===== src/inc/pccu_cfg.svh =====
// Offsets, field positions, reset values and timing counts of the clock unit
`ifndef PCCU_CFG_SVH
`define PCCU_CFG_SVH

`define PCCU_ADDR_MODE 8'hEB
`define PCCU_ADDR_CLOCK_CONTROL 8'hF0
`define PCCU_ADDR_FLAGS 8'hF2
`define PCCU_ADDR_PLLCFG 8'hF6

`define PCCU_RST_MODE 8'hE0
`define PCCU_RST_CLOCK_CONTROL 8'h00
`define PCCU_RST_FLAGS 8'h08
`define PCCU_RST_PLLCFG 8'h07
`define PCCU_FLAGS_WMASK 8'h09
`define PCCU_RD_UNMAPPED 8'h00

`define PCCU_MODE_HALVE 5
`define PCCU_MODE_PRS_HI 4
`define PCCU_MODE_PRS_LO 2
`define PCCU_CTL_INTSEL 7
`define PCCU_CTL_SRESEN 3
`define PCCU_CTL_AUXSEL 2
`define PCCU_CTL_WFISEL 1
`define PCCU_CTL_LPWFI 0
`define PCCU_FLG_MSEL 0
`define PCCU_FLG_LOCK 1
`define PCCU_FLG_AUXST 2
`define PCCU_FLG_XTDIV16 3
`define PCCU_FLG_RSVD 4
`define PCCU_FLG_HWRST 5
`define PCCU_FLG_SWRST 6
`define PCCU_FLG_WDRST 7
`define PCCU_PLL_DIV_HI 2
`define PCCU_PLL_DIV_LO 0
`define PCCU_PLL_MUL_HI 5
`define PCCU_PLL_MUL_LO 4

`define PCCU_DIV_OFF 3'h7
`define PCCU_MUL_CODE14 2'h2
`define PCCU_MUL_CODE10 2'h0
`define PCCU_MUL_CODE8 2'h3
`define PCCU_MULT_X14 5'h0E
`define PCCU_MULT_X10 5'h0A
`define PCCU_MULT_X8 5'h08
`define PCCU_MULT_X6 5'h06
`define PCCU_DIV16_LAST 4'hF
`define PCCU_LOCK_MATCH 2'h2

`define PCCU_CLK_NS 100
`define PCCU_OSC_HALF_NS 2800
`define PCCU_AUX_HALF_NS 5882
`define PCCU_OSC_CYC (`PCCU_OSC_HALF_NS / `PCCU_CLK_NS)
`define PCCU_AUX_CYC (`PCCU_AUX_HALF_NS / `PCCU_CLK_NS)

`endif


===== src/inc/pccu_pkg.sv =====
// Types shared by the clock unit files
package pccu_pkg;
	typedef enum logic [2:0] {
		SRC_REF = 3'b000,
		SRC_REF16 = 3'b001,
		SRC_PLL = 3'b010,
		SRC_AUX = 3'b011,
		SRC_AUX16 = 3'b100
	} pccu_src_t;
endpackage


===== src/design/pccu_rate_gen.sv =====
// Fractional rate generator: inc edges per modulo cycles
`timescale 1ns/1ps
module pccu_rate_gen
(
	input wire logic clk, // Unit clock
	input wire logic rst_b, // Async reset, active low
	input wire logic ce, // Clock enable
	input wire logic run, // Generator running
	input wire logic [4:0] inc, // Edges per window
	input wire logic [7:0] modulo, // Window length in cycles
	output logic tick // One-cycle edge strobe
);
	logic [7:0] acc;
	wire [8:0] sum = {1'b0, acc} + {4'h0, inc};
	wire wrap = sum >= {1'b0, modulo};
	wire [8:0] next_acc = wrap ? sum - {1'b0, modulo} : sum;

	always_ff @(posedge clk or negedge rst_b)
	begin
		if (!rst_b)
		begin
			acc <= 8'h00;
			tick <= 1'b0;
		end
		else if (ce)
		begin
			// Restart from zero so a fresh start has a known phase
			acc <= run ? next_acc[7:0] : 8'h00;
			tick <= run & wrap;
		end
	end
endmodule // pccu_rate_gen


===== src/design/pccu_clock_unit.sv =====
// Clock control unit: reference, multiplier, source switch, prescaler, registers
//
// Notes on behaviour
// - Halving bit set at reset makes reference the oscillator halved, else undivided.
// - Active multiplier multiplies reference by 6, 8, 10 or 14 per field.
// - Multiplied clock is divided by post-divider field plus one, one to seven.
// - Post-divider all ones switches the multiplier off.
// - Writing any other post-divider code after reset powers the multiplier up.
// - Multiplier-select flag bit switches system clock to the divided multiplier.
// - Lock logic compares multiplier with reference and sets the lock flag.
// - With multiplier off the system clock may be reference divided by sixteen.
// - Auxiliary RC clock is a source, divided by sixteen in low-power wait.
// - System clock feeds all peripherals and the core clock prescaler.
// - Prescaler slows the core clock up to eight times, peripherals unchanged.
// - Undivided multiplier output is given out for a high-speed peripheral.
// - Reset origin hardware, software or watchdog is recorded in flags.
// - External stop input freezes all oscillators.
// - Clock control register holds low-power settings and halt interpretation.
// - Prescale zero gives core equal to system clock, N divides by N+1.
// - Low-power wait stops multiplier, forces reference/16 or auxiliary/16 clock.
// - Selecting or leaving auxiliary or divided-by-16 clock raises a maskable interrupt.
`timescale 1ns/1ps
`include "pccu_cfg.svh"
module pccu_clock_unit
(
	input wire logic CLOCK, // Unit clock, 10 MHz
	input wire logic RST_B, // Async reset, active low
	input wire logic CE, // Clock enable, freezes all state when low
	input wire logic [7:0] REG_ADDR, // Register number
	input wire logic [7:0] REG_WDATA, // Write data
	input wire logic REG_WR, // Write strobe
	input wire logic REG_RD, // Read strobe
	input wire logic WFI_EXEC, // Core executes wait-for-interrupt
	input wire logic WAKE, // Interrupt ends the wait
	input wire logic HALT_EXEC, // Core executes halt
	input wire logic WDG_RESET, // Watchdog reset event
	input wire logic STOP_PIN, // External stop request, asynchronous
	output logic [7:0] REG_RDATA, // Read data, one cycle after strobe
	output logic SYS_CLK, // System clock to peripherals
	output logic CORE_CLK, // Prescaled core clock
	output logic PLL_CLK, // Undivided multiplier clock
	output logic CLK_INT_B, // Clock interrupt, low pulse
	output logic SW_RESET_REQ // Software reset request pulse
);
	////////////////////////////////////////////////////////////////
	// Registers
	logic [7:0] mode_control;
	logic [7:0] clock_control;
	logic [7:0] flags_ctl;
	logic [7:0] pll_config;
	logic lock;
	logic hw_flag;
	logic sw_flag;
	logic wd_flag;
	logic wfi_active;
	logic stop_s1;
	logic stop_s2;
	logic stop_prev;
	logic ref_ph;
	logic [3:0] ref16_cnt;
	logic [3:0] aux16_cnt;
	logic [2:0] pdiv_cnt;
	logic [4:0] lk_cnt;
	logic [1:0] lk_good;
	logic [2:0] pcnt;
	pccu_pkg::pccu_src_t cur_src;
	pccu_pkg::pccu_src_t req_src;
	logic src_tick;
	logic osc_tick;
	logic aux_tick;
	logic pll_tick;

	wire wr_mode = REG_WR && (REG_ADDR == `PCCU_ADDR_MODE);
	wire wr_ctl = REG_WR && (REG_ADDR == `PCCU_ADDR_CLOCK_CONTROL);
	wire wr_flags = REG_WR && (REG_ADDR == `PCCU_ADDR_FLAGS);
	wire wr_pll = REG_WR && (REG_ADDR == `PCCU_ADDR_PLLCFG);

	wire halve = mode_control[`PCCU_MODE_HALVE];
	wire [2:0] prs = mode_control[`PCCU_MODE_PRS_HI:`PCCU_MODE_PRS_LO];
	wire int_sel = clock_control[`PCCU_CTL_INTSEL];
	wire sresen = clock_control[`PCCU_CTL_SRESEN];
	wire aux_sel = clock_control[`PCCU_CTL_AUXSEL];
	wire wfi_cksel = clock_control[`PCCU_CTL_WFISEL];
	wire lp_en = clock_control[`PCCU_CTL_LPWFI];
	wire msel = flags_ctl[`PCCU_FLG_MSEL];
	wire xt_div16 = flags_ctl[`PCCU_FLG_XTDIV16];
	wire [2:0] pdiv = pll_config[`PCCU_PLL_DIV_HI:`PCCU_PLL_DIV_LO];
	wire [1:0] mcode = pll_config[`PCCU_PLL_MUL_HI:`PCCU_PLL_MUL_LO];
	wire stop_now = stop_s2;
	wire lp_wfi = wfi_active && lp_en;
	wire aux_st = (cur_src == pccu_pkg::SRC_AUX) || (cur_src == pccu_pkg::SRC_AUX16);

	////////////////////////////////////////////////////////////////
	// Reference and auxiliary clocks
	// oscillators frozen
	pccu_rate_gen u_osc
	(
		.clk(CLOCK),
		.rst_b(RST_B),
		.ce(CE),
		.run(!stop_now),
		.inc(5'h01),
		.modulo(8'(`PCCU_OSC_CYC)),
		.tick(osc_tick)
	);

	pccu_rate_gen u_aux
	(
		.clk(CLOCK),
		.rst_b(RST_B),
		.ce(CE),
		.run(!stop_now),
		.inc(5'h01),
		.modulo(8'(`PCCU_AUX_CYC)),
		.tick(aux_tick)
	);

	wire ref_tick = osc_tick && (!halve || ref_ph);
	wire [7:0] ref_mod = halve ? 8'(2 * `PCCU_OSC_CYC) : 8'(`PCCU_OSC_CYC);
	wire ref16_tick = ref_tick && (ref16_cnt == `PCCU_DIV16_LAST);
	wire aux16_tick = aux_tick && (aux16_cnt == `PCCU_DIV16_LAST);

	////////////////////////////////////////////////////////////////
	// Multiplier
	// factor decode
	wire [4:0] mult = (mcode == `PCCU_MUL_CODE14) ? `PCCU_MULT_X14 :
		(mcode == `PCCU_MUL_CODE10) ? `PCCU_MULT_X10 :
		(mcode == `PCCU_MUL_CODE8) ? `PCCU_MULT_X8 : `PCCU_MULT_X6;
	wire pll_on = (pdiv != `PCCU_DIV_OFF) && !lp_wfi;
	// Kept running until the switch leaves it, else the switch would starve
	wire pll_run = (pll_on || (cur_src == pccu_pkg::SRC_PLL)) && !stop_now;

	pccu_rate_gen u_pll
	(
		.clk(CLOCK),
		.rst_b(RST_B),
		.ce(CE),
		.run(pll_run),
		.inc(mult),
		.modulo(ref_mod),
		.tick(pll_tick)
	);

	wire pdiv_tick = pll_tick && (pdiv_cnt == pdiv);

	////////////////////////////////////////////////////////////////
	// Source request and glitch-free switch
	always_comb
	begin
		if (lp_wfi)
			req_src = (wfi_cksel && aux_sel) ? pccu_pkg::SRC_AUX16 : pccu_pkg::SRC_REF16;
		else if (aux_sel)
			req_src = pccu_pkg::SRC_AUX;
		else if (!xt_div16)
			req_src = pccu_pkg::SRC_REF16;
		else if (msel && pll_on)
			req_src = pccu_pkg::SRC_PLL;
		else
			req_src = pccu_pkg::SRC_REF;
	end

	always_comb
	begin
		case (cur_src)
			pccu_pkg::SRC_REF: src_tick = ref_tick;
			pccu_pkg::SRC_REF16: src_tick = ref16_tick;
			pccu_pkg::SRC_PLL: src_tick = pdiv_tick;
			pccu_pkg::SRC_AUX: src_tick = aux_tick;
			pccu_pkg::SRC_AUX16: src_tick = aux16_tick;
			default: src_tick = ref_tick;
		endcase
	end

	wire switch_go = (req_src != cur_src) && !SYS_CLK && src_tick;
	wire sys_rise = src_tick && !switch_go && !SYS_CLK;
	wire sys_fall = src_tick && SYS_CLK;
	wire cur_slow = (cur_src == pccu_pkg::SRC_REF16) || aux_st;
	wire req_slow = (req_src == pccu_pkg::SRC_REF16) || (req_src == pccu_pkg::SRC_AUX)
		|| (req_src == pccu_pkg::SRC_AUX16);
	wire clk_evt = int_sel && ((switch_go && (cur_slow || req_slow)) || (stop_prev && !stop_now));
	wire sw_evt = HALT_EXEC && sresen;

	////////////////////////////////////////////////////////////////
	// Register file
	wire [7:0] flags_rd;
	assign flags_rd[`PCCU_FLG_MSEL] = msel;
	assign flags_rd[`PCCU_FLG_LOCK] = lock;
	assign flags_rd[`PCCU_FLG_AUXST] = aux_st;
	assign flags_rd[`PCCU_FLG_XTDIV16] = xt_div16;
	assign flags_rd[`PCCU_FLG_RSVD] = 1'b0;
	assign flags_rd[`PCCU_FLG_HWRST] = hw_flag;
	assign flags_rd[`PCCU_FLG_SWRST] = sw_flag;
	assign flags_rd[`PCCU_FLG_WDRST] = wd_flag;
	wire [7:0] rd_value = (REG_ADDR == `PCCU_ADDR_MODE) ? mode_control :
		(REG_ADDR == `PCCU_ADDR_CLOCK_CONTROL) ? clock_control :
		(REG_ADDR == `PCCU_ADDR_FLAGS) ? flags_rd :
		(REG_ADDR == `PCCU_ADDR_PLLCFG) ? pll_config : `PCCU_RD_UNMAPPED;

	always_ff @(posedge CLOCK or negedge RST_B)
	begin
		if (!RST_B)
		begin
			mode_control <= `PCCU_RST_MODE;
			clock_control <= `PCCU_RST_CLOCK_CONTROL;
			flags_ctl <= `PCCU_RST_FLAGS;
			pll_config <= `PCCU_RST_PLLCFG;
			REG_RDATA <= 8'h00;
		end
		else if (CE)
		begin
			if (wr_mode)
				mode_control <= REG_WDATA;
			if (wr_ctl)
				clock_control <= REG_WDATA;
			if (wr_flags)
				flags_ctl <= REG_WDATA & `PCCU_FLAGS_WMASK;
			if (wr_pll)
				pll_config <= REG_WDATA;
			if (REG_RD)
				REG_RDATA <= rd_value;
		end
	end

	////////////////////////////////////////////////////////////////
	// Reset origin, wait state and stop input
	always_ff @(posedge CLOCK or negedge RST_B)
	begin
		if (!RST_B)
		begin
			hw_flag <= 1'b1;
			sw_flag <= 1'b0;
			wd_flag <= 1'b0;
			SW_RESET_REQ <= 1'b0;
			wfi_active <= 1'b0;
			stop_s1 <= 1'b0;
			stop_s2 <= 1'b0;
			stop_prev <= 1'b0;
		end
		else if (CE)
		begin
			if (sw_evt || WDG_RESET)
			begin
				hw_flag <= 1'b0;
				sw_flag <= sw_evt && !WDG_RESET;
				wd_flag <= WDG_RESET;
			end
			SW_RESET_REQ <= sw_evt;
			// Entry wins over a wake in the same cycle
			wfi_active <= WFI_EXEC || (wfi_active && !WAKE);
			stop_s1 <= STOP_PIN;
			stop_s2 <= stop_s1;
			stop_prev <= stop_now;
		end
	end

	////////////////////////////////////////////////////////////////
	// Dividers, lock detect and clock outputs
	always_ff @(posedge CLOCK or negedge RST_B)
	begin
		if (!RST_B)
		begin
			ref_ph <= 1'b0;
			ref16_cnt <= 4'h0;
			aux16_cnt <= 4'h0;
			pdiv_cnt <= 3'h0;
			PLL_CLK <= 1'b0;
		end
		else if (CE)
		begin
			if (osc_tick)
				ref_ph <= halve && !ref_ph;
			if (ref_tick)
				ref16_cnt <= ref16_cnt + 4'h1;
			if (aux_tick)
				aux16_cnt <= aux16_cnt + 4'h1;
			if (pll_tick)
				pdiv_cnt <= pdiv_tick ? 3'h0 : pdiv_cnt + 3'h1;
			if (pll_tick)
				PLL_CLK <= !PLL_CLK;
		end
	end

	always_ff @(posedge CLOCK or negedge RST_B)
	begin
		if (!RST_B)
		begin
			lk_cnt <= 5'h00;
			lk_good <= 2'h0;
			lock <= 1'b0;
		end
		else if (CE)
		begin
			if (!pll_on)
			begin
				lk_cnt <= 5'h00;
				lk_good <= 2'h0;
				lock <= 1'b0;
			end
			else if (ref_tick)
			begin
				lk_cnt <= {4'h0, pll_tick};
				lk_good <= (lk_cnt != mult) ? 2'h0 :
					(lk_good == `PCCU_LOCK_MATCH) ? lk_good : lk_good + 2'h1;
				lock <= (lk_cnt == mult) && (lk_good >= `PCCU_LOCK_MATCH - 2'h1);
			end
			else if (pll_tick)
				lk_cnt <= lk_cnt + 5'h01;
		end
	end

	always_ff @(posedge CLOCK or negedge RST_B)
	begin
		if (!RST_B)
		begin
			cur_src <= pccu_pkg::SRC_REF;
			SYS_CLK <= 1'b0;
			CORE_CLK <= 1'b0;
			pcnt <= 3'h0;
			CLK_INT_B <= 1'b1;
		end
		else if (CE)
		begin
			if (switch_go)
				cur_src <= req_src;
			else if (src_tick)
				SYS_CLK <= !SYS_CLK;
			if (sys_rise)
				CORE_CLK <= 1'b1;
			if (sys_fall && !wfi_active)
			begin
				pcnt <= (pcnt >= prs) ? 3'h0 : pcnt + 3'h1;
				if (pcnt >= prs)
					CORE_CLK <= 1'b0;
			end
			CLK_INT_B <= !clk_evt;
		end
	end
endmodule // pccu_clock_unit


===== config.mk =====
export PLATFORM = sky130hd
export DESIGN_NAME = pccu_clock_unit
export DESIGN_NICKNAME = d
export VERILOG_FILES = /design/src/inc/pccu_pkg.sv /design/src/design/pccu_rate_gen.sv /design/src/design/pccu_clock_unit.sv
export VERILOG_INCLUDE_DIRS = /design/src /design/src/inc
export SDC_FILE = /design/constraint.sdc
export NUM_CORES = 1
export LEC_CHECK = 0
export BUFFER_PORTS_ARGS = -buffer_cell sky130_fd_sc_hd__buf_2
export CORE_MARGIN = 5
export CORE_UTILIZATION = 38
export CTS_CLUSTER_SIZE = 16
export DETAILED_ROUTE_END_ITERATION = 10
export MAX_ROUTING_LAYER = met4
export SKIP_LAST_GASP = 1
export SLEW_MARGIN = 20
export SYNTH_ARGS = -nofsm -noshare
export SYNTH_HDL_FRONTEND = slang
export SYNTH_SLANG_ARGS = --single-unit

===== constraint.sdc =====
create_clock -name CLOCK -period 4.4 [get_ports CLOCK]
set_input_delay 0.44 -clock CLOCK [delete_from_list [all_inputs] [get_ports CLOCK]]
set_output_delay 0.44 -clock CLOCK [all_outputs]
set_load 0.02 [all_outputs]

After elaboration in Yosys (flattened, before gate mapping)
Index checks and enable logic that the tools add are counted.
{ "totals": {"ram_bits": 0, "n_memories": 0, "mem_bits_ro": 0, "out_inout_bits": 13, "wordCells": 176, "input_bits": 26, "ff_bits": 99, "latchBits": 0} }
{ "classes": {"reduce_logical": 65, "order_cmp": 5, "mul": 0, "n_bitwise": 4, "div_mod_pow": 0, "eq_ne": 24, "shift": 0, "n_mux": 34, "addsub": 12} }
{ "ops": {"columns": ["cell", "n"], "rows": [
  ["8-bit two-way mux", 10],
  ["8-bit == test (second input constant)", 4],
  ["2-bit AND reduction", 14],
  ["1-bit logical AND", 27],
  ["8-bit by 1-bit adder with 9-bit output (second input constant)", 2],
  ["3-bit two-way mux", 6],
  ["5-bit two-way mux", 3],
  ["4-bit two-way mux", 3],
  ["1-bit zero test", 11],
  ["1-bit logical OR", 10],
  ["2-bit two-way mux", 5],
  ["8-bit by 4-bit adder with 9-bit output", 1],
  ["3-bit by 2-bit == test with 1-bit output (second input constant)", 3],
  ["9-bit by 5-bit >= comparator with 1-bit output (second input constant)", 1],
  ["9-bit by 6-bit >= comparator with 1-bit output", 1],
  ["9-bit by 6-bit >= comparator with 1-bit output (second input constant)", 1],
  ["4-bit by 1-bit adder with 4-bit output (second input constant)", 2],
  ["4-bit == test (second input constant)", 2],
  ["8-bit by 5-bit subtractor with 8-bit output (second input constant)", 1],
  ["8-bit by 6-bit subtractor with 8-bit output", 1],
  ["8-bit by 6-bit subtractor with 8-bit output (second input constant)", 1],
  ["3-bit by 1-bit adder with 3-bit output (second input constant)", 2],
  ["2-bit == test (second input constant)", 3],
  ["3-bit by 1-bit == test with 1-bit output (second input constant)", 2],
  ["19 further kinds", 28]
]} }

Longest topological paths before layout
Gate-level depths: netlist of run 1.
{ "depth": {"depth_word": 17, "ltp_mapped": 14, "ltp_nobuf": 14} }

By module
From an unflattened synthesis of run 1, not the netlist that was laid out.
{ "unflattened": {"hier_cells": 765, "hier_area_um2": 7240.7} }
{ "by_module_without_submodules": {"columns": ["module", "cells_each", "n_inst", "area_per_inst_um2", "seq_area_each_um2"], "rows": [
  ["pccu_clock_unit", 348, 1, 3697.3, 1813.0],
  ["pccu_rate_gen", 139, 3, 1181.1, 225.2]
]} }

Worst setup path before layout of run 1
Ideal clock, no wire load.
{ "synth_path": {"path_kind": "register to register", "from": "reg pll_config[4]", "to": "reg u_pll.acc[6]", "path_stages_with_launch": 15, "setup_ns": 0.126, "period_less_slack_ns": 3.118, "required_time_ns": 4.274, "slack_ns": 1.282, "path_buffers": 0, "arrival_ns": 2.992, "path_cell_list": "dfrtp_1 > ha_1 > inv_1 > ha_1 > inv_1 > fa_1 > nor2b_1 > o21ai_0 > xnor2_1 > ha_1 > nand3_1 > o211ai_2 > o211ai_1 > xnor2_1 > a311o_1"} }
{ "synth_between": {"elab_chain_cells": 8, "elab_cells_between_ends": 11, "classes_between": "add/sub (2); order compare (1); eq/ne (2); mux (5); reduce/logical (1)"} }
{ "synth_lines": {"columns": ["element", "line", "source"], "rows": [
  ["start, declared", "pccu_clock_unit.sv:50", "logic [7:0] pll_config;"],
  ["start signal, assigned", "pccu_clock_unit.sv:206", "pll_config <= `PCCU_RST_PLLCFG;"],
  ["2-bit == test (no line)", null, null],
  ["4-bit two-way mux (no line) (2 in a row)", null, null],
  ["4-bit two-way mux (no line) *", null, null],
  ["8-bit by 4-bit adder with 9-bit output *", "pccu_rate_gen.sv:14", "wire [8:0] sum = {1'b0, acc} + {4'h0, inc};"],
  ["8-bit by 6-bit subtractor with 8-bit output or 9-bit by 6-bit >= comparator with 1-bit output (tied branches)", "pccu_rate_gen.sv:16, pccu_rate_gen.sv:15", null],
  ["8-bit two-way mux *", "pccu_rate_gen.sv:16", "wire [8:0] next_acc = wrap ? sum - {1'b0, modulo} : sum;"],
  ["8-bit two-way mux *", "pccu_rate_gen.sv:28", "acc <= run ? next_acc[7:0] : 8'h00;"],
  ["end signal, assigned", "pccu_rate_gen.sv:28", null],
  ["end, declared", "pccu_rate_gen.sv:13", "logic [7:0] acc;"]
]} }
Every way passes the cells marked *; elsewhere a longest branch is shown, timed or not.
A chain may end at the register's enable or synchronous reset.

Final worst setup path of run 1
Ends and elaborated chain as after synthesis.

==> impl_summary.log, run 1 <==
INFO  metric wirelength = ~12000 µm
INFO  metric setup_violations = 0
INFO  metric chipHeight = roughly 130 µm
INFO  metric tritoncts_sinks = 98
INFO  metric post_cts.repair.setup_buffers = 0
INFO  metric netlist_area = 5800 µm²
INFO  metric fp.dieW = roughly 130 µm
INFO  metric vias_in_the_first_global_route = ~4500
INFO  metric floorplan.core_area = around 15000 µm²
INFO  metric grt_first_pass_wirelength = about 22000 µm
INFO  metric r2r-start = pll_config[4]
INFO  metric utilization = 0.428
INFO  metric multiInputGateArea = 3060 µm²
INFO  metric status = finished, final reports clean
INFO  metric max_cap_viols = 0
INFO  metric critPathMostFrequentCell = ha_1
INFO  metric overflow = 0
INFO  metric n_fill_cell = 1467
INFO  metric grt_antenna_before_repair = 0
INFO  metric synth_fp_nets = 637
INFO  metric post-route-worst-setup-slack = 0.973 ns
INFO  metric routedWlPerCell = between 15 and 20 µm
INFO  metric antennaDiodeCount = 0
INFO  metric clk_root_buffer_cell = clkbuf_16
INFO  metric crit_path_cell_trace = ha_1 > inv_1 > ha_1 > inv_1 > fa_1 > nor2b_1 > o21ai_0 > xnor2_1 > ha_1 > nand3_1 > o211ai_2 > o211ai_1 > xnor2_1 > a311o_1
INFO  metric timing.critical_path.buf_inv = 2
INFO  metric finalHoldViolations = 0
INFO  metric relSlewSlack = 0.376
INFO  metric final.min_clock_period = between 3 and 4 ns
INFO  metric hold_path.class = input pin to async pin
INFO  metric fp.dieArea = around 18000 µm²
INFO  metric reg2reg_slack = ~0.97 ns
INFO  metric dr.pass1.iters = 4
INFO  metric period_share = 0.779
INFO  metric antenna_violating_nets_post_route = 0
INFO  metric powerDensity = between 500 and 600 nW/µm²
INFO  metric routed-via-count = 4444
INFO  metric max_slew.worst_pin.slew = a little over 0.9 ns
INFO  metric placement.setup.worst_slack = 0.990 ns
INFO  metric max_stage_delay = about 0.41 ns
INFO  metric timing.critical_path.max_delay_family = adder cells
INFO  metric synth_cells = 587
INFO  metric total_leakage_power = roughly 2.9 nW
INFO  metric worst-setup-path-type = flip-flop to flip-flop
INFO  metric drive_gt1_frac = 0.195
INFO  metric place.port_buffers = 38
INFO  metric rr_endpoint = u_pll.acc[6]
INFO  metric drc = 0
INFO  metric clock_path_buffers = 2
INFO  metric netlist-cell-type-count = 71
INFO  metric timing.critical_path.from_type = flip-flop
INFO  metric place.detailed.hpwl = just over 9000 µm
INFO  metric final-seq-area = 2460 µm²
INFO  metric slew_violations = 0
INFO  metric crit_path_top_delay_cell = dfrtp_1
INFO  metric rows = between 40 and 50
INFO  metric grt_setup_unrepaired = false
INFO  metric total_negative_setup_slacks = 0 ns
INFO  metric vdd_ir_drop_max = 182 µV
INFO  metric initial_core_util = 0.384
INFO  metric largest_net_degree_at_the_start_of_global_routing = 67
INFO  metric clock-skew-final = between 0.005 and 0.006 ns
INFO  metric dr.first_iter.drc_count = 180
INFO  metric numCtsBuffers = 9
INFO  metric top_level_ports = 39
INFO  metric synth_seq_cells = approximately 100
INFO  metric synth_sequential_area_ratio = 0.425
INFO  metric clkSlewWorstSetupHoldPaths = roughly 0.070 ns
INFO  metric layout_area_growth_over_synthesis = 11.3%
INFO  metric gr-usage-all-layers = 0.152
INFO  metric cts_tree = built
INFO  metric cp-end-kind = flip-flop
INFO  metric holdBufCountCts = 0
INFO  metric fin_nets = ~670
INFO  metric proportion_of_synthesized_flip_flops_having_asynchronous_set_or_reset = 1.00
INFO  metric arrival = 3.66 ns
INFO  metric clock_insertion_delay_at_the_later_pin_of_the_skew_report = between 0.3 and 0.4 ns
INFO  metric drt-vias-per-instance = about 5.5
INFO  metric gp_congestion = approximately 0.88
INFO  metric htreeDepth = 3
INFO  metric synth_enable_flop_cells = 0
INFO  metric timing.critical_path.fanout_max = 9
INFO  metric postSynthAreaPerCell = ~10 µm²
INFO  metric r2r.worst_path.cells = 14
INFO  metric cts-resized-gates = 0
INFO  metric synth_top_flop_cell = dfrtp_1
INFO  metric cp.required = ~4.6 ns
INFO  metric clock.fmax = between 0.2 and 0.3 GHz
INFO  metric synth_warnings = 0
[logic make-up after synthesis]
kind of cell / share of synthesized area
fa+ha+maj: 0.0531
simple gates: 0.154
buf+inv: 0.0468
compound gates: 0.169
mux: 0.0930
flops: 0.425
xor+xnor: 0.0589
[routing by layer]
layer / routed length, µm / vias up / track usage
li1: - / 2175 / -
met1: 5900 / 2217 / 0.192
met2: 6170 / 40 / 0.252
met3: 275 / 12 / 0.0261
met4: 149 / 0 / 0.0474
met5: 0 / - / -
[area by class of cell]
cell class | count | share of cell area
Clock buffer | 9 | 0.0349
Tap cell | 188 | 0.0365
Sequential cell | 98 | 0.382
Multi-Input combinational cell | 421 | 0.475
Clock inverter | 7 | 0.0126
Timing Repair Buffer | 41 | 0.0334
Inverter | 45 | 0.0262
[per-stage QoR]
| step | hold slack, ns | std cells | cell area (µm²) | power, W |
|---|---|---|---|---|
| 4_1_cts | 0.236 | 809 | 6450 | 0.00338 |
| 2_1_floorplan | 0.144 | 587 | 5800 | 0.00225 |
| 3_5_place_dp | 0.469 | 793 | 6140 | 0.00253 |
| 3_3_place_gp | 0.456 | 793 | 6140 | 0.00247 |
| 6_report | 0.203 | 809 | 6450 | 0.00334 |
| 5_1_grt | 0.281 | 809 | 6450 | 0.00359 |
[report_power, final]
group          leakage [nW]  internal (W)  switching [W]  total (W)
sequential             1.25       0.00109       0.000238    0.00133
clock                 0.153      0.000452       0.000371   0.000824
combinational          1.49      0.000530       0.000658    0.00119
total                  2.89       0.00207        0.00127    0.00334
[synthesized netlist by cell type (6+ instances only)]
master | instances | area, µm²
dfrtp_1 | 89 | 2230
nand2_1 | 52 | 195
inv_1 | 43 | 161
mux2_2 | 39 | 439
o21ai_0 | 39 | 195
ha_1 | 23 | 288
xnor2_1 | 23 | 201
nand3_1 | 21 | 105
nor2_1 | 18 | 67.6
xor2_1 | 16 | 140
o22ai_1 | 15 | 93.8
nor3_1 | 13 | 65.1
a21oi_1 | 12 | 60.1
a22o_1 | 12 | 105
a22oi_1 | 10 | 75.1
mux2i_1 | 10 | 100
nor2b_1 | 10 | 62.6
clkbuf_1 | 9 | 33.8
dfstp_2 | 9 | 236
nand2b_1 | 9 | 56.3
a31oi_1 | 8 | 50.1
a21o_1 | 7 | 52.6
buf_2 | 7 | 35.0
nand4_1 | 7 | 43.8
o31ai_1 | 6 | 45.0
[worst max path at each step]
| stage | start | endpoint | depth (start not counted) |
|---|---|---|---|
| 2_1_floorplan | pll_config[4] | u_pll.acc[6] | 14 |
| 3_3_place_gp | pll_config[4] | u_pll.acc[6] | 14 |
| 3_5_place_dp | pll_config[4] | u_pll.acc[6] | 14 |
| 4_1_cts | pll_config[4] | u_pll.acc[6] | 14 |
| 5_1_grt | pll_config[4] | u_pll.acc[6] | 14 |
| 6_report | pll_config[4] | u_pll.acc[6] | 14 |
[layout by cell type, fill, tap and decap left out, types with 16 or more instances in the layout]
master and instances:
buf_2 37, dfrtp_1 89, ha_1 23, inv_1 43, mux2_2 39, nand2_1 52, nand3_1 21, nor2_1 18
o21ai_0 39, xnor2_1 23, xor2_1 16
[flip-flops by register name, summed over array words and instances (netlist names), 3 cells and up]
signal and flops:
REG_RDATA 8, aux16_cnt 4, clock_control 8, pcnt 3, ref16_cnt 4, mode_control 8
lk_cnt 5, pll_config 8, cur_src 3, u_aux.acc 8, pdiv_cnt 3, u_osc.acc 8
u_pll.acc 7
No activity file was read; power rests on OpenSTA's default activity.
==> run 2, diff against run 1 <==
Settings changed: ABC_AREA set to 1.
Clock period 4.4 ns to 2.9 ns, I/O delays scaled along.
==> run 2 against run 1 <==
Against the previous run: the flow now finishes with violations (negative hold slack); clock-buffer cell count is 2 higher; critical path depth up 5; first-iteration DRC count increased by 58%; setup slack got worse by 0.80 ns; sequential cell count stayed put; total power rose by 54%; clock power rose by 43%; synthesized cell count is 24% higher; worst hold slack lost 0.23 ns; non-clock buffer count is 7 higher; sequential share of layout area fell by 0.15 points; critical path type unchanged; largest power group is now combinational cells.
==> impl_summary.log, run 2 <==
INFO  metric status = finished, violations left
INFO  metric violated_checks = negative hold slack
INFO  metric initial_core_util = 0.389
INFO  metric synth_sequential_area_ratio = 0.434
INFO  metric place.detailed.hpwl = 9170 µm
INFO  metric antennaDiodeCount = 0
INFO  metric dr.pass1.iters = 5
INFO  metric htreeDepth = 3
INFO  metric crit_path_cell_trace = ha_2 > inv_1 > ha_1 > inv_1 > fa_2 > inv_1 > nand2_1 > nand2_2 > nand2_2 > xor2_2 > inv_2 > ha_4 > nand3_1 > o21ai_1 > nand2_2 > buf_6 > nand3_1 > nand3_1 > nand2_1
INFO  metric largest_net_degree_at_the_start_of_global_routing = 52
INFO  metric synth_top_cells_by_area = dfrtp_1 (39%), nand2_1 (14%), nand3_1 (6.2%)
INFO  metric cp.required = approximately 3.2 ns
INFO  metric timing.critical_path.buf_inv = 5
INFO  metric synth_enable_flop_cells = 0
INFO  metric max_cap_viols = 0
INFO  metric max_slew.worst_pin.slew = around 0.67 ns
INFO  metric routed-via-count = approximately 4600
INFO  metric most-common-layout-cells = nand2_1 (203), dfrtp_1 (89), inv_1 (87)
INFO  metric clock-skew-final = between 0.006 and 0.007 ns
INFO  metric chipHeight = around 130 µm
INFO  metric synth_top_flop_cell = dfrtp_1
INFO  metric rows = 44
INFO  metric synth_cells = ~730
INFO  metric place.port_buffers = 38
INFO  metric max_stage_delay = 0.40 ns
INFO  metric placement.setup.worst_slack = -0.0237 ns
INFO  metric clock_path_buffers = 2
INFO  metric synth.cells.most_frequent = nand2_1 (206), dfrtp_1 (89), inv_1 (88)
INFO  metric gr-usage-all-layers = 0.151
INFO  metric arrival = slightly above 3 ns
INFO  metric relSlewSlack = 0.552
INFO  metric period_share = 0.940
INFO  metric finalHoldViolations = 48
INFO  metric timing.critical_path.fanout_max = 4
INFO  metric routedWlPerCell = about 13 µm
INFO  metric synth_warnings = 0
INFO  metric clkSlewWorstSetupHoldPaths = 0.07 ns
INFO  metric numCtsBuffers = 9
INFO  metric netlist_area = approximately 5700 µm²
INFO  metric timing.critical_path.max_delay_family = adder cells
INFO  metric post-route-cell-area = ~6500 µm²
INFO  metric crit_path_top_delay_cell = dfrtp_1
INFO  metric n_fill_cell = 1467
INFO  metric vdd_ir_drop_max = 442 µV
INFO  metric yosys.cell_count.top_type = nand2_1
INFO  metric drt-vias-per-instance = 4.74
INFO  metric tritoncts_sinks = between 90 and 100
INFO  metric layout.cells.most_common = nand2_1
INFO  metric total_leakage_power = ~3.3 nW
INFO  metric fp.dieArea = 17500 µm²
INFO  metric clk_root_buffer_cell = clkbuf_16
INFO  metric timing.critical_path.from_type = flip-flop
INFO  metric cp-end-kind = flip-flop
INFO  metric overflow = 0
INFO  metric total_negative_setup_slacks = 0 ns
INFO  metric fp.dieW = between 100 and 150 µm
INFO  metric postSynthAreaPerCell = just under 8 µm²
INFO  metric worst-setup-path-type = flip-flop to flip-flop
INFO  metric hold_path.class = input pin to async pin
INFO  metric grt_first_pass_wirelength = about 21000 µm
INFO  metric top_level_ports = 39
INFO  metric slew_violations = 0
INFO  metric grt_antenna_before_repair = 0
INFO  metric dpl_cell_area = 6120 µm²
INFO  metric netlist-cell-type-count = 38
INFO  metric antenna_violating_nets_post_route = 0
INFO  metric powerDensity = just under 800 nW/µm²
INFO  metric clock_insertion_delay_at_the_later_pin_of_the_skew_report = 0.35 ns
INFO  metric clock.fmax = between 0.3 and 0.4 GHz
INFO  metric synth_largest_type_area_fraction = 0.392
INFO  metric final.min_clock_period = between 2 and 3 ns
INFO  metric cts_tree = built
INFO  metric floorplan.core_area = ~15000 µm²
INFO  metric synth_seq_cells = 98
INFO  metric post-route-worst-setup-slack = between 0.15 and 0.2 ns
INFO  metric proportion_of_synthesized_flip_flops_having_asynchronous_set_or_reset = 1.00
INFO  metric gp_congestion = roughly 0.86
INFO  metric layout_area_growth_over_synthesis = 14.0%
INFO  metric synth_fp_nets = just under 800
INFO  metric vias_in_the_first_global_route = between 4000 and 5000
INFO  metric utilization = 0.444
INFO  metric wirelength = approximately 12000 µm
INFO  metric whs = -0.0310 ns
INFO  metric drive_gt1_frac = 0.159
INFO  metric fin_nets = between 800 and 900
INFO  metric drc = 0
INFO  metric holdBufCountCts = 0
INFO  metric setup_violations = 0
INFO  metric dr.first_iter.drc_count = approximately 280
INFO  metric synthDominantAreaCellType = dfrtp_1
[run 2: what timing repair did]
item                       4_1_cts  5_1_grt
pin swaps                        1        4
buffers inserted                 2        1
resized for setup                3        7
setup endpoints to repair        7        7
[run 2: final timing paths]
kind,startpoint,end,slack (ns),cells past startpoint
max reg2reg,pll_config[4],u_pll.acc[2],0.17,19
min,RST_B,u_osc.acc[2],-0.03,1
min reg2reg,aux16_cnt[3],aux16_cnt[3],0.46,1
max in group asynchronous,RST_B,hw_flag,2.17,2
max,pll_config[4],u_pll.acc[2],0.17,19
min in group CLOCK,STOP_PIN,stop_s1,0.16,3
[run 2: final cells by class]
type | instances | area (µm²) | area share
multi-input cells | 523 | 2840 | 0.439
well taps | 184 | 230 | 0.0355
repair buffers | 48 | 284 | 0.0439
inverters | 97 | 364 | 0.0562
flip-flops and latches | 98 | 2460 | 0.380
clock inverters | 5 | 38.8 | 0.00599
clock buffers | 11 | 253 | 0.0390
[run 2: metal layers]
layer	up-vias	global-route usage	routed length, µm	share of wire
met5	-	-	0	0
met4	0	0.0351	141	0.011
met3	11	0.0385	489	0.039
met2	64	0.228	5590	0.45
met1	2079	0.206	6260	0.50
li1	2427	-	-	-
[run 2: through the flow]
stage | instances | total power [W] | hold slack (ns)
final | 966 | 0.00514 | -0.0310
after CTS | 965 | 0.00516 | 0.000770
after global placement | 947 | 0.00391 | 0.378
after floorplan | 728 | 0.00344 | -0.00559
after detailed placement | 947 | 0.00393 | 0.377
after global routing | 966 | 0.00560 | 0.0230
[run 2: where the power goes]
group / internal, W / switching, W
registers: 0.00167 / 0.000282
logic: 0.000797 / 0.00121
clock network: 0.000632 / 0.000547
total: 0.00310 / 0.00204
[run 2: cells by family after synthesis]
family,after synthesis,synth area share
xor+xnor,32,0.0507
buf+inv,107,0.0727
fa+ha+maj,24,0.0542
simple gates,375,0.296
mux,2,0.00396
flops,98,0.434
compound gates,90,0.0887
==> run 3, diff against run 2 <==
Settings changed: CORE_UTILIZATION 38 to 55, PLACE_DENSITY set to 0.74.
Clock period 2.9 ns to 2.55 ns, I/O delays scaled along.
==> run 3 against run 2 <==
Against the previous run: the run ends with negative setup slack left; critical path type unchanged; critical path depth stayed put; clock-buffer cell count stayed put; setup slack worse by 0.35 ns; critical endpoint unchanged.
==> impl_summary.log, run 3 (synthesized netlist as in run 2, its figures left out) <==
INFO  metric status = finished, violations left
INFO  metric violated_checks = negative setup slack
INFO  metric critPathMostFrequentCell = nand2_2
INFO  metric tritoncts_sinks = a little under 100
INFO  metric timing.critical_path.from_type = flip-flop
INFO  metric floorplan.core_area = ~10000 µm²
INFO  metric chipHeight = roughly 110 µm
INFO  metric htreeDepth = 3
INFO  metric max_slew.worst_pin.slew = ~0.67 ns
INFO  metric place.port_buffers = 38
INFO  metric powerDensity = ~880 nW/µm²
INFO  metric cp-end-kind = flip-flop
INFO  metric clock_path_buffers = 2
INFO  metric dr.first_iter.drc_count = 405
INFO  metric timing.critical_path.fanout_max = 4
INFO  metric placement.setup.worst_slack = -0.241 ns
INFO  metric fp.dieArea = between 10000 and 15000 µm²
INFO  metric drive_gt1_frac = 0.191
INFO  metric cp.required = 2.85 ns
INFO  metric grt_setup_unrepaired = true
INFO  metric clock.fmax = ~0.37 GHz
INFO  metric grt_antenna_before_repair = 0
INFO  metric clock-skew-final = 0.00916 ns
INFO  metric setup_violations = 7
INFO  metric top_level_ports = 39
INFO  metric worst-setup-path-type = flip-flop to flip-flop
INFO  metric largest_net_degree_at_the_start_of_global_routing = 44
INFO  metric total_leakage_power = roughly 3.4 nW
INFO  metric clk_root_buffer_cell = clkbuf_8
INFO  metric layout.cells.most_common = nand2_1
INFO  metric numCtsBuffers = 9
INFO  metric cts_tree = built
INFO  metric max_cap_viols = 0
INFO  metric max_stage_delay = 0.39 ns
INFO  metric overflow = 0
INFO  metric clock_insertion_delay_at_the_later_pin_of_the_skew_report = around 0.37 ns
INFO  metric vdd_ir_drop_max = between 400 and 500 µV
INFO  metric drc = 0
INFO  metric place.detailed.hpwl = ~9400 µm
INFO  metric antenna_violating_nets_post_route = 0
INFO  metric grt_first_pass_wirelength = about 22000 µm
INFO  metric fin_nets = approximately 850
INFO  metric gr-usage-all-layers = 0.218
INFO  metric post-route-cell-area = 6500 µm²
INFO  metric wirelength = about 12000 µm
INFO  metric vias_in_the_first_global_route = ~4700
INFO  metric relSlewSlack = 0.556
INFO  metric layout_area_growth_over_synthesis = 14.5%
INFO  metric slew_violations = 0
INFO  metric period_share = 1.07
INFO  metric post-route-worst-setup-slack = -0.180 ns
INFO  metric initial_core_util = 0.558
INFO  metric dpl_cell_area = roughly 6200 µm²
INFO  metric crit_path_top_delay_cell = dfrtp_1
INFO  metric rows = 37
INFO  metric drt-vias-per-instance = slightly above 5
INFO  metric dr.pass1.iters = 5
INFO  metric routed-via-count = between 4000 and 5000
INFO  metric final.min_clock_period = around 2.7 ns
INFO  metric finalHoldViolations = 0
INFO  metric antennaDiodeCount = 0
INFO  metric clkSlewWorstSetupHoldPaths = 0.10 ns
INFO  metric gp_congestion = 0.871
INFO  metric arrival = just over 3 ns
INFO  metric hold_path.class = input pin to flip-flop
INFO  metric crit_path_cell_trace = ha_2 > inv_2 > ha_4 > inv_2 > fa_2 > inv_2 > nand2_2 > nand2_2 > nand2_2 > xor2_2 > inv_1 > ha_4 > nand3_2 > o21ai_2 > nand2_2 > buf_6 > nand3_1 > nand3_1 > nand2_1
INFO  metric routedWlPerCell = 13.3 µm
INFO  metric most-common-layout-cells = nand2_1 (200), dfrtp_1 (89), inv_1 (84)
INFO  metric fp.dieW = 112 µm
## run 3: changes by cell type in the layout (fill, tap and decap cells not counted), moves of 2 or more
cell / before / now
buf_4: 9 / 26
clkbuf_16: 9 / 0
clkbuf_8: 2 / 10
clkinv_4: 3 / 0
inv_1: 87 / 84
inv_2: 9 / 12
inv_6: 0 / 3
nand2_1: 203 / 200
nand2_2: 7 / 10
nand3_1: 70 / 67
nand3_2: 4 / 7
ha_1: 21 / 19
ha_4: 1 / 3
## run 3: final timing paths
check | start | to | slack [ns] | depth (start not counted)
max in group asynchronous | RST_B | CLK_INT_B | 1.44 | 3
worst max-delay path | pll_config[4] | u_pll.acc[2] | -0.18 | 19
worst min register to register | PLL_CLK | PLL_CLK | 0.47 | 1
min in group asynchronous | RST_B | lk_good[1] | 0.42 | 2
worst min-delay path | STOP_PIN | stop_s1 | 0.11 | 3
worst max register to register | pll_config[4] | u_pll.acc[2] | -0.18 | 19
## run 3: metrics by stage
stage | util | setup TNS, ns | instances | power [W] | hold slack [ns]
3_5_place_dp | 0.605 | -1.59 | 910 | 0.00456 | 0.291
3_3_place_gp | 0.605 | -0.890 | 910 | 0.00447 | 0.282
6_report | 0.639 | -1.10 | 936 | 0.00574 | 0.109
5_1_grt | 0.639 | -2.30 | 936 | 0.00623 | 0.0979
4_1_cts | 0.635 | -1.04 | 934 | 0.00568 | 0.0958
2_1_floorplan | - | -0.264 | 728 | 0.00394 | -0.0406
## run 3: power breakdown
part / internal (W) / leakage, nW / total [W] / switching (W)
combinational: 0.00105 / 2.00 / 0.00254 / 0.00148
clock: 0.000399 / 0.0966 / 0.000968 / 0.000570
sequential: 0.00190 / 1.26 / 0.00223 / 0.000332
total: 0.00335 / 3.35 / 0.00574 / 0.00239
## run 3: worst max-delay path, delay by kind of cell (launching register included)
| kind | cells | cell delay [ns] |
|---|---|---|
| simple gates | 8 | 0.58 |
| fa+ha+maj | 4 | 0.99 |
| buf+inv | 5 | 0.38 |
| xor+xnor | 1 | 0.16 |
| compound gates | 1 | 0.15 |
| flops | 1 | 0.39 |
## run 3: routing by layer
| metal | vias up | GRT usage | share of wire |
|---|---|---|---|
| li1 | 2470 | - | - |
| met1 | 2301 | 0.289 | 0.46 |
| met2 | 69 | 0.351 | 0.49 |
| met3 | 13 | 0.0342 | 0.040 |
| met4 | 0 | 0.0592 | 0.012 |
| met5 | - | - | 0 |
## run 3: cell type report
type / instances / area (µm²)
Multi-Input combinational cell: 523 / 2900
Fill cell: 896 / 3680
Clock inverter: 5 / 42.5
Sequential cell: 98 / 2460
Clock buffer: 11 / 141
Timing Repair Buffer: 66 / 422
Tap cell: 136 / 170
Inverter: 97 / 364
## run 3: timing repair
action / 4_1_cts / 5_1_grt
hold buffers: 1 / 0
setup buffers: 7 / 2
resized for setup: 15 / 6
setup endpoints to repair: 7 / 7
pin swaps: 8 / 1
endpoints found under the hold margin: 39 / 0
